**src/hlfc_pkg.sv**
```systemverilog
// Constants and types of the link FIFO control block
package hlfc_pkg;

  // --------------------------------------------------------------------
  // Register offsets
  // --------------------------------------------------------------------
  localparam logic [7:0] FILL_CTRL_OFS = 8'hB2;
  localparam logic [7:0] FIFO_PORT_OFS = 8'hB3;
  localparam logic [7:0] STATUS_OFS = 8'hB4;
  localparam logic [7:0] EMPTY_CTRL_OFS = 8'hB6;

  // --------------------------------------------------------------------
  // Field positions and reset values
  // --------------------------------------------------------------------
  localparam int FILL_LIMIT_LSB = 6;
  localparam int THRESH_MSB = 5;
  localparam int ST_IN_PROG = 4;
  localparam int ST_NEXT_STAT = 3;
  localparam int ST_EMPTY = 2;
  localparam int ST_NEAR = 1;
  localparam int ST_FULL = 0;
  localparam logic [7:0] FILL_CTRL_RST = 8'h00;
  localparam logic [7:0] EMPTY_CTRL_RST = 8'h00;

  // --------------------------------------------------------------------
  // FIFO geometry and framing constants
  // --------------------------------------------------------------------
  localparam logic [6:0] FIFO_DEPTH = 7'h40;
  localparam logic [5:0] E1_FILL_STEP = 6'h08;
  localparam logic [5:0] T1_FILL_STEP = 6'h06;
  localparam logic [2:0] ONES_STUFF = 3'h5;
  localparam logic [2:0] ONES_FLAG = 3'h6;
  localparam logic [2:0] DLY_LEN = 3'h7;
  localparam logic [2:0] OCTET_LAST = 3'h7;
  localparam logic [2:0] SEXTET_LAST = 3'h5;
  localparam logic [15:0] CRC_POLY = 16'h8408;
  localparam logic [15:0] CRC_INIT = 16'hFFFF;
  localparam logic [15:0] CRC_GOOD = 16'hF0B8;

  // --------------------------------------------------------------------
  // Types
  // --------------------------------------------------------------------
  typedef enum logic [1:0] {
    HLFC_EOM_GOOD = 2'b00,
    HLFC_EOM_ERROR = 2'b01,
    HLFC_EOM_ABORT = 2'b10,
    HLFC_EOM_PARTIAL = 2'b11
  } hlfc_eom_t;

  typedef enum logic [1:0] {
    HLFC_MODE_FCS = 2'b00,
    HLFC_MODE_NOFCS = 2'b01,
    HLFC_MODE_OCTET = 2'b10,
    HLFC_MODE_SEXTET = 2'b11
  } hlfc_mode_t;

  typedef enum logic [1:0] {
    HLFC_RX_HUNT = 2'b00,
    HLFC_RX_IDLE = 2'b01,
    HLFC_RX_MSG = 2'b10
  } hlfc_rx_t;

  // Fill limit in bytes; zero means disabled
  function automatic logic [5:0] fill_limit(input logic [1:0] sel,
                                            input logic t1Line);
    logic [5:0] step;
    step = t1Line ? T1_FILL_STEP : E1_FILL_STEP;
    unique case (sel)
      2'b00: fill_limit = 6'h00;
      2'b01: fill_limit = step;
      2'b10: fill_limit = step + step;
      2'b11: fill_limit = step + step + step;
    endcase
  endfunction

endpackage

```
**src/hlfc_ram_if.sv**
```systemverilog
// Write and read ports between the FIFO controller and its storage
`timescale 1ns/100ps
interface hlfc_ram_if;
  logic wrAEn;
  logic [5:0] wrAAddr;
  logic [7:0] wrAData;
  logic wrBEn;
  logic [5:0] wrBAddr;
  logic [7:0] wrBData;
  logic [5:0] rdAddr;
  logic [7:0] rdData;
  modport ctrl (output wrAEn, wrAAddr, wrAData, wrBEn, wrBAddr, wrBData,
                output rdAddr, input rdData);
  modport mem (input wrAEn, wrAAddr, wrAData, wrBEn, wrBAddr, wrBData,
               input rdAddr, output rdData);
endinterface

```
**src/hlfc_ram.sv**
```systemverilog
// 64 x 8 receive storage, two write ports, registered read
`timescale 1ns/100ps
module hlfc_ram (
  input wire logic clk,
  input wire logic rst,
  hlfc_ram_if.mem ram
);
  typedef struct packed {
    logic [63:0][7:0] mem;
    logic [7:0] q;
  } hlfc_ram_state_t;

  hlfc_ram_state_t st_r;
  hlfc_ram_state_t st_nxt;

  // Port B rewrites a status slot, port A appends
  always_comb begin
    st_nxt = st_r;
    st_nxt.q = st_r.mem[ram.rdAddr];
    if (ram.wrBEn) begin
      st_nxt.mem[ram.wrBAddr] = ram.wrBData;
    end
    if (ram.wrAEn) begin
      st_nxt.mem[ram.wrAAddr] = ram.wrAData;
    end
  end

  always_ff @(posedge clk or posedge rst) begin
    if (rst) begin
      st_r <= '0;
    end else begin
      st_r <= st_nxt;
    end
  end

  assign ram.rdData = st_r.q;
endmodule // hlfc_ram

```
**src/hlfc_tx_level.sv**
```systemverilog
// Transmit near-empty level flag and interrupt pulse
`timescale 1ns/100ps
module hlfc_tx_level (
  input wire logic clk,
  input wire logic rst,
  input wire logic [5:0] threshold,
  input wire logic [6:0] fillCount,
  output logic nearEmptyFlag_r,
  output logic nearEmptyIrq_r
);
  typedef struct packed {
    logic flag;
    logic irq;
  } hlfc_tx_state_t;

  hlfc_tx_state_t st_r;
  hlfc_tx_state_t st_nxt;
  logic below;

  always_comb begin
    st_nxt = st_r;
    below = (threshold != 6'h00) && (fillCount < {1'b0, threshold});
    st_nxt.flag = below;
    st_nxt.irq = below && !st_r.flag;
  end

  always_ff @(posedge clk or posedge rst) begin
    if (rst) begin
      st_r <= '0;
    end else begin
      st_r <= st_nxt;
    end
  end

  assign nearEmptyFlag_r = st_r.flag;
  assign nearEmptyIrq_r = st_r.irq;
endmodule // hlfc_tx_level

```
**src/hlfc_link_fifo.sv**
```systemverilog
// Receive and transmit FIFO control of the second data link
`timescale 1ns/100ps

// What this block does
// Fill limit only in packing modes; on reaching it full irq, Partial.
// Fill limit 00 off; E1 gives 8/16/24 bytes, T1 gives 6/12/18.
// Near-full irq and flag when empty slots equal threshold; 0 is full.
// Near-full during a message raises message irq and writes Partial status.
// Status words and data bytes share the FIFO, one location each.
// Non-zero count status is followed by exactly that many data bytes.
// Status bits 7:6: 00 Good, 01 error, 10 Abort, 11 Partial.
// Status bits 5:0 hold the data byte count that follows, 0 to 63.
// Aborted or errored message reports count zero, its data discarded.
// Unformatted messages are reported with Partial code; here dropping rxEnable closes the open one with Abort code instead.
// Reading while a message fills returns Good with count zero.
// Seven or more consecutive ones inside a message report Abort.
// FCS mode reports error when received check sequence mismatches.
// Closing flag on a non-octet length reports non-integer error.
// Bytes fill LSB first; eight bits, or six in sextet mode.
// In-progress flag high between flags; high while rxEnable is set when unformatted.
// Next-is-status flag tells what the next read returns; zero if empty.
// Empty flag set when the FIFO holds nothing.
// At near-full the open status word becomes Partial; reads clear flag.
// Full FIFO is an error; open message becomes Partial with count zero.
// Transmit near-empty flag while fill is below threshold; irq pulses once as it drops below.
// Software reads the status register before each FIFO read.
// Each FIFO port read of a non-empty FIFO advances the read pointer; status reads do not.
module hlfc_link_fifo (
  input wire logic clk,
  input wire logic rst,
  input wire logic [7:0] regAddr,
  input wire logic [7:0] regWrData,
  input wire logic regWrEn,
  input wire logic regRdEn,
  output logic [7:0] regRdData_r,
  output logic regRdValid_r,
  input wire logic rxEnable,
  input wire logic [1:0] linkMode,
  input wire logic lineTypeSelect,
  input wire logic rxBitValid,
  input wire logic rxBit,
  input wire logic [6:0] txFillCount,
  output logic rxFullIrq_r,
  output logic rxNearFullIrq_r,
  output logic rxMessageIrq_r,
  output logic txNearEmptyIrq_r,
  output logic txNearEmptyFlag_r
);

  // --------------------------------------------------------------------
  // State
  // --------------------------------------------------------------------
  typedef struct packed {
    logic [7:0] fillCtrl;
    logic [7:0] emptyCtrl;
    logic [6:0] wrPtr;
    logic [6:0] rdPtr;
    logic [5:0] statPtr;
    logic [63:0] tags;
    logic slotOpen;
    logic slotRead;
    logic [5:0] msgCnt;
    hlfc_pkg::hlfc_rx_t rxSt;
    logic [2:0] ones;
    logic [6:0] dly;
    logic [2:0] dlyCnt;
    logic [7:0] asm;
    logic [2:0] bitCnt;
    logic [15:0] crc;
    logic [7:0] pend0;
    logic [7:0] pend1;
    logic [1:0] pendCnt;
    logic nearDone;
    logic nearPrev;
    logic rdPend;
    logic rdFifo;
    logic [7:0] rdAddr;
    logic [7:0] rdData;
    logic rdValid;
    logic fullIrq;
    logic nearIrq;
    logic msgIrq;
  } hlfc_state_t;

  hlfc_state_t st_r;
  hlfc_state_t st_nxt;
  hlfc_ram_if ramBus ();

  logic [6:0] count;
  logic isEmpty;
  logic isFull;
  logic nearHit;
  logic packMode;
  logic fcsMode;
  logic [5:0] limit;
  logic bitEv;
  logic inProg;
  logic nextStat;
  logic fifoRead;
  logic flagSeen;
  logic stuffSeen;
  logic abortSeen;
  logic byteDone;
  logic [7:0] byteVal;
  logic openReq;
  logic closeReq;
  logic closeKeep;
  hlfc_pkg::hlfc_eom_t closeCode;
  logic splitReq;
  logic aEn;
  logic [5:0] aAddr;
  logic [7:0] aData;
  logic aTag;
  logic bEn;
  logic [7:0] bData;

  // --------------------------------------------------------------------
  // Next state
  // --------------------------------------------------------------------
  always_comb begin
    st_nxt = st_r;
    count = st_r.wrPtr - st_r.rdPtr;
    isEmpty = (count == 7'h00);
    isFull = (count == hlfc_pkg::FIFO_DEPTH);
    nearHit = count >= (hlfc_pkg::FIFO_DEPTH -
                        {1'b0, st_r.fillCtrl[hlfc_pkg::THRESH_MSB:0]});
    packMode = linkMode[1];
    fcsMode = (linkMode == hlfc_pkg::HLFC_MODE_FCS);
    limit = hlfc_pkg::fill_limit(
      st_r.fillCtrl[hlfc_pkg::FILL_LIMIT_LSB +: 2], lineTypeSelect);
    bitEv = rxEnable && rxBitValid;
    inProg = packMode ? rxEnable : (st_r.rxSt == hlfc_pkg::HLFC_RX_MSG);
    nextStat = !isEmpty && st_r.tags[st_r.rdPtr[5:0]];
    flagSeen = 1'b0;
    stuffSeen = 1'b0;
    abortSeen = 1'b0;
    byteDone = 1'b0;
    byteVal = 8'h00;
    openReq = 1'b0;
    closeReq = 1'b0;
    closeKeep = 1'b0;
    closeCode = hlfc_pkg::HLFC_EOM_GOOD;
    splitReq = 1'b0;
    aEn = 1'b0;
    aAddr = st_r.wrPtr[5:0];
    aData = 8'h00;
    aTag = 1'b0;
    bEn = 1'b0;
    bData = 8'h00;
    st_nxt.fullIrq = 1'b0;
    st_nxt.msgIrq = 1'b0;

    // ------------------------------------------------------------------
    // Register port
    // ------------------------------------------------------------------
    fifoRead = regRdEn && (regAddr == hlfc_pkg::FIFO_PORT_OFS) && !isEmpty;
    st_nxt.rdPend = regRdEn;
    st_nxt.rdAddr = regAddr;
    st_nxt.rdFifo = fifoRead;
    if (fifoRead) begin
      st_nxt.rdPtr = st_r.rdPtr + 7'h01;
      if (st_r.slotOpen && (st_r.rdPtr[5:0] == st_r.statPtr)) begin
        st_nxt.slotRead = 1'b1;
      end
    end
    if (regWrEn && (regAddr == hlfc_pkg::FILL_CTRL_OFS)) begin
      st_nxt.fillCtrl = regWrData;
    end
    if (regWrEn && (regAddr == hlfc_pkg::EMPTY_CTRL_OFS)) begin
      st_nxt.emptyCtrl = {2'h0, regWrData[hlfc_pkg::THRESH_MSB:0]};
    end
    st_nxt.rdValid = st_r.rdPend;
    st_nxt.rdData = 8'h00;
    if (st_r.rdPend) begin
      unique case (st_r.rdAddr)
        hlfc_pkg::FILL_CTRL_OFS: st_nxt.rdData = st_r.fillCtrl;
        hlfc_pkg::FIFO_PORT_OFS: begin
          st_nxt.rdData = st_r.rdFifo ? ramBus.rdData : 8'h00;
        end
        hlfc_pkg::STATUS_OFS: begin
          st_nxt.rdData[hlfc_pkg::ST_IN_PROG] = inProg;
          st_nxt.rdData[hlfc_pkg::ST_NEXT_STAT] = nextStat;
          st_nxt.rdData[hlfc_pkg::ST_EMPTY] = isEmpty;
          st_nxt.rdData[hlfc_pkg::ST_NEAR] = nearHit;
          st_nxt.rdData[hlfc_pkg::ST_FULL] = isFull;
        end
        hlfc_pkg::EMPTY_CTRL_OFS: st_nxt.rdData = st_r.emptyCtrl;
        default: st_nxt.rdData = 8'h00;
      endcase
    end

    // ------------------------------------------------------------------
    // Receive bit stream
    // ------------------------------------------------------------------
    if (!rxEnable) begin
      // Dropping enable mid-message aborts it; no dangling slot
      st_nxt.rxSt = hlfc_pkg::HLFC_RX_HUNT;
      st_nxt.ones = 3'h0;
      st_nxt.dlyCnt = 3'h0;
      st_nxt.bitCnt = 3'h0;
      st_nxt.pendCnt = 2'h0;
      st_nxt.crc = hlfc_pkg::CRC_INIT;
      closeReq = 1'b1;
      closeCode = hlfc_pkg::HLFC_EOM_ABORT;
    end else if (bitEv && packMode) begin
      if (linkMode == hlfc_pkg::HLFC_MODE_OCTET) begin
        st_nxt.asm = {rxBit, st_r.asm[7:1]};
        byteDone = (st_r.bitCnt == hlfc_pkg::OCTET_LAST);
      end else begin
        st_nxt.asm = {2'h0, rxBit, st_r.asm[5:1]};
        byteDone = (st_r.bitCnt == hlfc_pkg::SEXTET_LAST);
      end
      st_nxt.bitCnt = byteDone ? 3'h0 : st_r.bitCnt + 3'h1;
      byteVal = st_nxt.asm;
    end else if (bitEv) begin
      flagSeen = !rxBit && (st_r.ones == hlfc_pkg::ONES_FLAG);
      stuffSeen = !rxBit && (st_r.ones == hlfc_pkg::ONES_STUFF);
      abortSeen = rxBit && (st_r.ones == hlfc_pkg::ONES_FLAG);
      st_nxt.ones = !rxBit ? 3'h0 :
                    (st_r.ones == 3'h7) ? st_r.ones : st_r.ones + 3'h1;
      if (abortSeen) begin
        closeReq = 1'b1;
        closeCode = hlfc_pkg::HLFC_EOM_ABORT;
        st_nxt.rxSt = hlfc_pkg::HLFC_RX_HUNT;
      end else if (flagSeen) begin
        if (st_r.rxSt == hlfc_pkg::HLFC_RX_MSG) begin
          closeReq = 1'b1;
          if (st_r.bitCnt != 3'h0) begin
            closeCode = hlfc_pkg::HLFC_EOM_ERROR;
          end else if (fcsMode && (st_r.crc != hlfc_pkg::CRC_GOOD)) begin
            closeCode = hlfc_pkg::HLFC_EOM_ERROR;
          end else begin
            closeKeep = 1'b1;
          end
        end
        // Delay line holds the flag's head
        st_nxt.rxSt = hlfc_pkg::HLFC_RX_IDLE;
        st_nxt.dlyCnt = 3'h0;
        st_nxt.bitCnt = 3'h0;
        st_nxt.crc = hlfc_pkg::CRC_INIT;
        st_nxt.pendCnt = 2'h0;
      end else if (!stuffSeen && (st_r.rxSt != hlfc_pkg::HLFC_RX_HUNT)) begin
        st_nxt.dly = {rxBit, st_r.dly[6:1]};
        if (st_r.dlyCnt != hlfc_pkg::DLY_LEN) begin
          st_nxt.dlyCnt = st_r.dlyCnt + 3'h1;
        end else begin
          if (st_r.rxSt == hlfc_pkg::HLFC_RX_IDLE) begin
            st_nxt.rxSt = hlfc_pkg::HLFC_RX_MSG;
            openReq = 1'b1;
          end
          st_nxt.crc = (st_r.crc >> 1) ^
            ((st_r.crc[0] ^ st_r.dly[0]) ? hlfc_pkg::CRC_POLY : 16'h0000);
          st_nxt.asm = {st_r.dly[0], st_r.asm[7:1]};
          st_nxt.bitCnt = st_r.bitCnt + 3'h1;
          if (st_r.bitCnt == hlfc_pkg::OCTET_LAST) begin
            if (!fcsMode) begin
              byteDone = 1'b1;
              byteVal = st_nxt.asm;
            end else begin
              // Hold two bytes back so the FCS never lands
              if (st_r.pendCnt == 2'h2) begin
                byteDone = 1'b1;
                byteVal = st_r.pend0;
                st_nxt.pend0 = st_r.pend1;
                st_nxt.pend1 = st_nxt.asm;
              end else if (st_r.pendCnt == 2'h1) begin
                st_nxt.pend1 = st_nxt.asm;
                st_nxt.pendCnt = 2'h2;
              end else begin
                st_nxt.pend0 = st_nxt.asm;
                st_nxt.pendCnt = 2'h1;
              end
            end
          end
        end
      end
    end

    // ------------------------------------------------------------------
    // Message bookkeeping
    // ------------------------------------------------------------------
    if (packMode && rxEnable && !st_r.slotOpen && !isFull && !bitEv) begin
      openReq = 1'b1;
    end
    if (byteDone && st_r.slotOpen && isFull) begin
      byteDone = 1'b0;
      closeReq = 1'b1;
      closeCode = hlfc_pkg::HLFC_EOM_PARTIAL;
      st_nxt.fullIrq = 1'b1;
    end
    if (st_r.slotOpen && (st_r.msgCnt != 6'h00) && !bitEv && rxEnable) begin
      if (packMode && (limit != 6'h00) && (st_r.msgCnt == limit)) begin
        splitReq = 1'b1;
        st_nxt.fullIrq = 1'b1;
      end else if (nearHit && !st_r.nearDone) begin
        splitReq = 1'b1;
        st_nxt.msgIrq = 1'b1;
        st_nxt.nearDone = 1'b1;
      end
    end
    if (!nearHit) begin
      st_nxt.nearDone = 1'b0;
    end
    st_nxt.nearPrev = nearHit;
    st_nxt.nearIrq = nearHit && !st_r.nearPrev;

    if (closeReq && st_r.slotOpen) begin
      st_nxt.slotOpen = 1'b0;
      st_nxt.msgCnt = 6'h00;
      st_nxt.msgIrq = 1'b1;
      if (closeKeep) begin
        bEn = 1'b1;
        bData = {closeCode, st_r.msgCnt};
      end else if (!st_r.slotRead) begin
        bEn = 1'b1;
        bData = {closeCode, 6'h00};
        st_nxt.wrPtr = st_r.wrPtr - {1'b0, st_r.msgCnt};
      end else begin
        // Slot already read: drop unread bytes, append a word
        aEn = 1'b1;
        aAddr = st_nxt.rdPtr[5:0];
        aData = {closeCode, 6'h00};
        aTag = 1'b1;
        st_nxt.wrPtr = st_nxt.rdPtr + 7'h01;
      end
    end else if (splitReq) begin
      bEn = 1'b1;
      bData = {hlfc_pkg::HLFC_EOM_PARTIAL, st_r.msgCnt};
      st_nxt.msgCnt = 6'h00;
      if (isFull) begin
        st_nxt.slotOpen = 1'b0;
      end else begin
        openReq = 1'b1;
      end
    end
    if (openReq && !isFull && !(closeReq && st_r.slotOpen)) begin
      aEn = 1'b1;
      aData = {hlfc_pkg::HLFC_EOM_GOOD, 6'h00};
      aTag = 1'b1;
      st_nxt.statPtr = st_r.wrPtr[5:0];
      st_nxt.wrPtr = st_r.wrPtr + 7'h01;
      st_nxt.slotOpen = 1'b1;
      st_nxt.slotRead = 1'b0;
      st_nxt.msgCnt = 6'h00;
    end else if (byteDone && st_r.slotOpen && !closeReq) begin
      aEn = 1'b1;
      aData = byteVal;
      st_nxt.wrPtr = st_r.wrPtr + 7'h01;
      st_nxt.msgCnt = st_r.msgCnt + 6'h01;
    end
    if (aEn) begin
      st_nxt.tags[aAddr] = aTag;
    end
  end

  // --------------------------------------------------------------------
  // Registers and submodules
  // --------------------------------------------------------------------
  always_ff @(posedge clk or posedge rst) begin
    if (rst) begin
      st_r <= '0;
      st_r.fillCtrl <= hlfc_pkg::FILL_CTRL_RST;
      st_r.emptyCtrl <= hlfc_pkg::EMPTY_CTRL_RST;
      st_r.rxSt <= hlfc_pkg::HLFC_RX_HUNT;
      st_r.crc <= hlfc_pkg::CRC_INIT;
    end else begin
      st_r <= st_nxt;
    end
  end

  assign ramBus.wrAEn = aEn;
  assign ramBus.wrAAddr = aAddr;
  assign ramBus.wrAData = aData;
  assign ramBus.wrBEn = bEn;
  assign ramBus.wrBAddr = st_r.statPtr;
  assign ramBus.wrBData = bData;
  assign ramBus.rdAddr = st_r.rdPtr[5:0];

  hlfc_ram u_ram (
    .clk(clk),
    .rst(rst),
    .ram(ramBus.mem)
  );

  hlfc_tx_level u_tx_level (
    .clk(clk),
    .rst(rst),
    .threshold(st_r.emptyCtrl[hlfc_pkg::THRESH_MSB:0]),
    .fillCount(txFillCount),
    .nearEmptyFlag_r(txNearEmptyFlag_r),
    .nearEmptyIrq_r(txNearEmptyIrq_r)
  );

  assign regRdData_r = st_r.rdData;
  assign regRdValid_r = st_r.rdValid;
  assign rxFullIrq_r = st_r.fullIrq;
  assign rxNearFullIrq_r = st_r.nearIrq;
  assign rxMessageIrq_r = st_r.msgIrq;
endmodule // hlfc_link_fifo

```
**config.mk**
```make
export PLATFORM = sky130hd
export DESIGN_NAME = hlfc_link_fifo
export DESIGN_NICKNAME = d
export VERILOG_FILES = /design/src/hlfc_pkg.sv /design/src/hlfc_ram_if.sv /design/src/hlfc_ram.sv /design/src/hlfc_tx_level.sv /design/src/hlfc_link_fifo.sv
export SDC_FILE = /design/constraint.sdc
export NUM_CORES = 2
export LEC_CHECK = 0
export ABC_AREA = 1
export BUFFER_PORTS_ARGS = -buffer_cell sky130_fd_sc_hd__buf_2
export CAP_MARGIN = 20
export CORE_ASPECT_RATIO = 0.6
export CORE_MARGIN = 2
export CORE_UTILIZATION = 50
export DETAILED_ROUTE_END_ITERATION = 7
export GPL_ROUTABILITY_DRIVEN = 0
export PLACE_DENSITY = 0.78
export SLEW_MARGIN = 0
export SYNTH_ARGS = -nofsm -noshare
export SYNTH_HDL_FRONTEND = slang
export SYNTH_HIERARCHICAL = 1
export SYNTH_SLANG_ARGS = --single-unit
```
**constraint.sdc**
```tcl
create_clock -name clk -period 13.9 [get_ports clk]
set_input_delay 0.695 -clock clk [delete_from_list [all_inputs] [get_ports clk]]
set_output_delay 0.695 -clock clk [all_outputs]
set_load 0.01 [all_outputs]
```
==> impl_metrics.tcl <==
set metrics [dict create \
    cts_sinks 711 \
    relSlewSlack_pct 18.9 \
    via_count 42000 \
    start_util_pct 50.5 \
    final_common_cell "nand2_1" \
    crit_arrival_ns 7.17 \
    synth_seq_cells 711 \
    crit_fanout 45 \
    clk_path_buf_depth 3 \
    fin_crit_ns 6.67 \
    total_power_uw 6690 \
    startpoint_type "flip-flop" \
    cts_hold_buf 1 \
    clkPwrFrac_pct 29.8 \
    p_leak_uw 0.0188 \
    crit_family "simple AND/OR/NAND/NOR gates" \
    clkLatencyLatePin_ns 0.66 \
    max_freq_ghz 0.150 \
    fin_skew_ns 0.0242 \
    clkTransAtPathRegs_ns 0.07 \
    grt_pass1_wl_mm 226 \
    pwr_density_cell_nw_per_um2 156 \
    row_count 80 \
    p_sw_share_pct 36.8 \
    cts_htree_levels 3 \
    final_max_slew_viol_count 0 \
    grt_max_degree 156 \
    syn_inst 5314 \
    avgSynthCellArea_um2 7.55 \
    finalHoldViolations 0 \
    syn-num-nets 5390 \
    mostFrequentLayoutCells "nand2_1, dfrtp_1, nand3_1, o21ai_0" \
    antenna_left 0 \
    drv_cap 0 \
    die_area_um2 82600 \
    drt_first_pass_iters 8 \
    drt_iter0_markers 8688 \
    die_h_um 223 \
    avgViaCountPerCell 6.80 \
    finalSetupViolCount 0 \
    grt_usage_pct 35.1 \
    criticalPathCategory "flip-flop to flip-flop" \
    nets 5144 \
    fp.dieW_um 370 \
    worst-path-buf-inv 6 \
    drive_above_1_share_pct 7.05 \
    cts_tree "yes" \
    cpPeakStageDelay_ns 0.85 \
    wirelength_mm 150 \
    dpl_cell_area_um2 40500 \
    crit_top_cell "nand2_1" \
    pwr-share-comb_pct 27.5 \
    seq_power_share_pct 42.6 \
    antenna_found_initial 5 \
    cp-end-kind "flip-flop" \
    syn_area_um2 40100 \
    status "finished with violations" \
    core_um2 79500 \
    min_path_type "primary input to flip-flop" \
    grt_pass1_vias 37400 \
    syn_to_final_growth_pct 6.84 \
    violations "DRC" \
    synth_edf_count 0 \
    yosysSeqAreaShare_pct 44.4 \
    post_drt_wl_per_cell_um 24.2 \
    async_reset_ff_share_pct 100 \
    post_cts_resized 0 \
    p_switching_uw 2460 \
    fin_area_um2 42900 \
    p_int_uw 4230 \
    cts_root_buf "clkbuf_16" \
    dp_hpwl_mm 90.1 \
    utilization_pct 53.9 \
    cts_setup_buffers 0 \
    worst_slew_pin_slew_ns 1.22 \
    worstPathRequired_ns 14.40 \
    synth-main-ff-cell "dfrtp_1" \
    drc 21 \
    synth.distinct_cells 52 \
    fin_crit_sh_pct 48.0 \
    port_buffers 46 \
    irDropWorstVdd_v 0.0000856 \
    yosysWarnings 6 \
    finalSetupTns_ns 0 \
    numCtsBuffers 67 \
    grt_overflow 0 \
    rsz0062_at_grt "no" \
    num_io_pins 47 \
    critPathSlowestCell "dfrtp_4" \
]
-- synth_stat cells (all sizes together) (38+ instances only) --
library cell,number,area (µm²)
a21oi,404,2040
buf,112,613
clkbuf,313,1170
dfrtp,695,17400
ha,41,513
inv,218,818
nand2,1402,5310
nand3,595,2990
nor2,191,905
nor3,38,273
o211ai,120,901
o21ai,629,3210
o22ai,401,2510
-- metal layers --
metal,routed length [µm],track usage (%)
met5,259,1.81
met3,27500,16.7
met4,5930,12.2
met2,56100,43.5
met1,59700,51.9
-- metrics by stage --
step                      setup WS, ns  cells  hold slack, ns
after floorplan                   6.14   5314           0.377
after global placement            7.51   6060           0.397
after detailed placement          7.73   6062           0.392
after CTS                         7.74   6182           0.133
after global routing              7.16   6184           0.149
final                             7.23   6187           0.161
-- power by group through the flow --
stage | clock network, µW | registers, µW | logic [µW]
2_1_floorplan | 0 | 2740 | 1320
3_3_place_gp | 0 | 2850 | 1700
3_5_place_dp | 0 | 2850 | 1750
4_1_cts | 2000 | 2830 | 1760
5_1_grt | 2080 | 2880 | 1990
6_report | 2000 | 2850 | 1840
-- cells by family (layout without fill, tap and decap cells) --
| group | count (synthesis) | in the layout | share of synthesized area, % |
|---|---|---|---|
| mux | 2 | 2 | 0.0561 |
| buf+inv | 649 | 453 | 6.56 |
| compound gates | 1604 | 1604 | 22.6 |
| simple gates | 2277 | 2277 | 24.4 |
| xor+xnor | 28 | 28 | 0.611 |
| flops | 711 | 711 | 44.4 |
| fa+ha+maj | 43 | 43 | 1.38 |
| other cells | 0 | 3 | 0 |
-- flip-flops by register name, summed over array words and instances (netlist names), 6 cells and up --
name and count:
ramBus.rdAddr 6, u_ram/st_r 512, u_ram/ram.rdData 8, regRdData_r 8, st_r 164, ramBus.wrBAddr 6
-- final cells by class --
class | instances | area [µm²]
fillers | 7323 | 36600
multi-input cells | 3954 | 19800
flip-flops and latches | 711 | 17800
clock buffers | 103 | 2100
well taps | 1066 | 1330
inverters | 224 | 863
repair buffers | 110 | 754
clock inverters | 16 | 208
diodes | 3 | 7.51
-- worst paths after layout --
kind	slack (ns)	startpoint	endpoint	cells after the start
max	7.23	ramBus.rdAddr[1]	u_ram/st_r[55]	26
min	0.16	regAddr[6]	st_r[18]	1
max reg2reg	7.23	ramBus.rdAddr[1]	u_ram/st_r[55]	26
min reg2reg	0.40	st_r[22]	rxNearFullIrq_r	1
max in group asynchronous	10.38	rst	u_ram/st_r[220]	6
min in group asynchronous	0.51	rst	u_tx_level/nearEmptyFlag_r	3
Note: power is estimated with default switching activity, not from simulation.
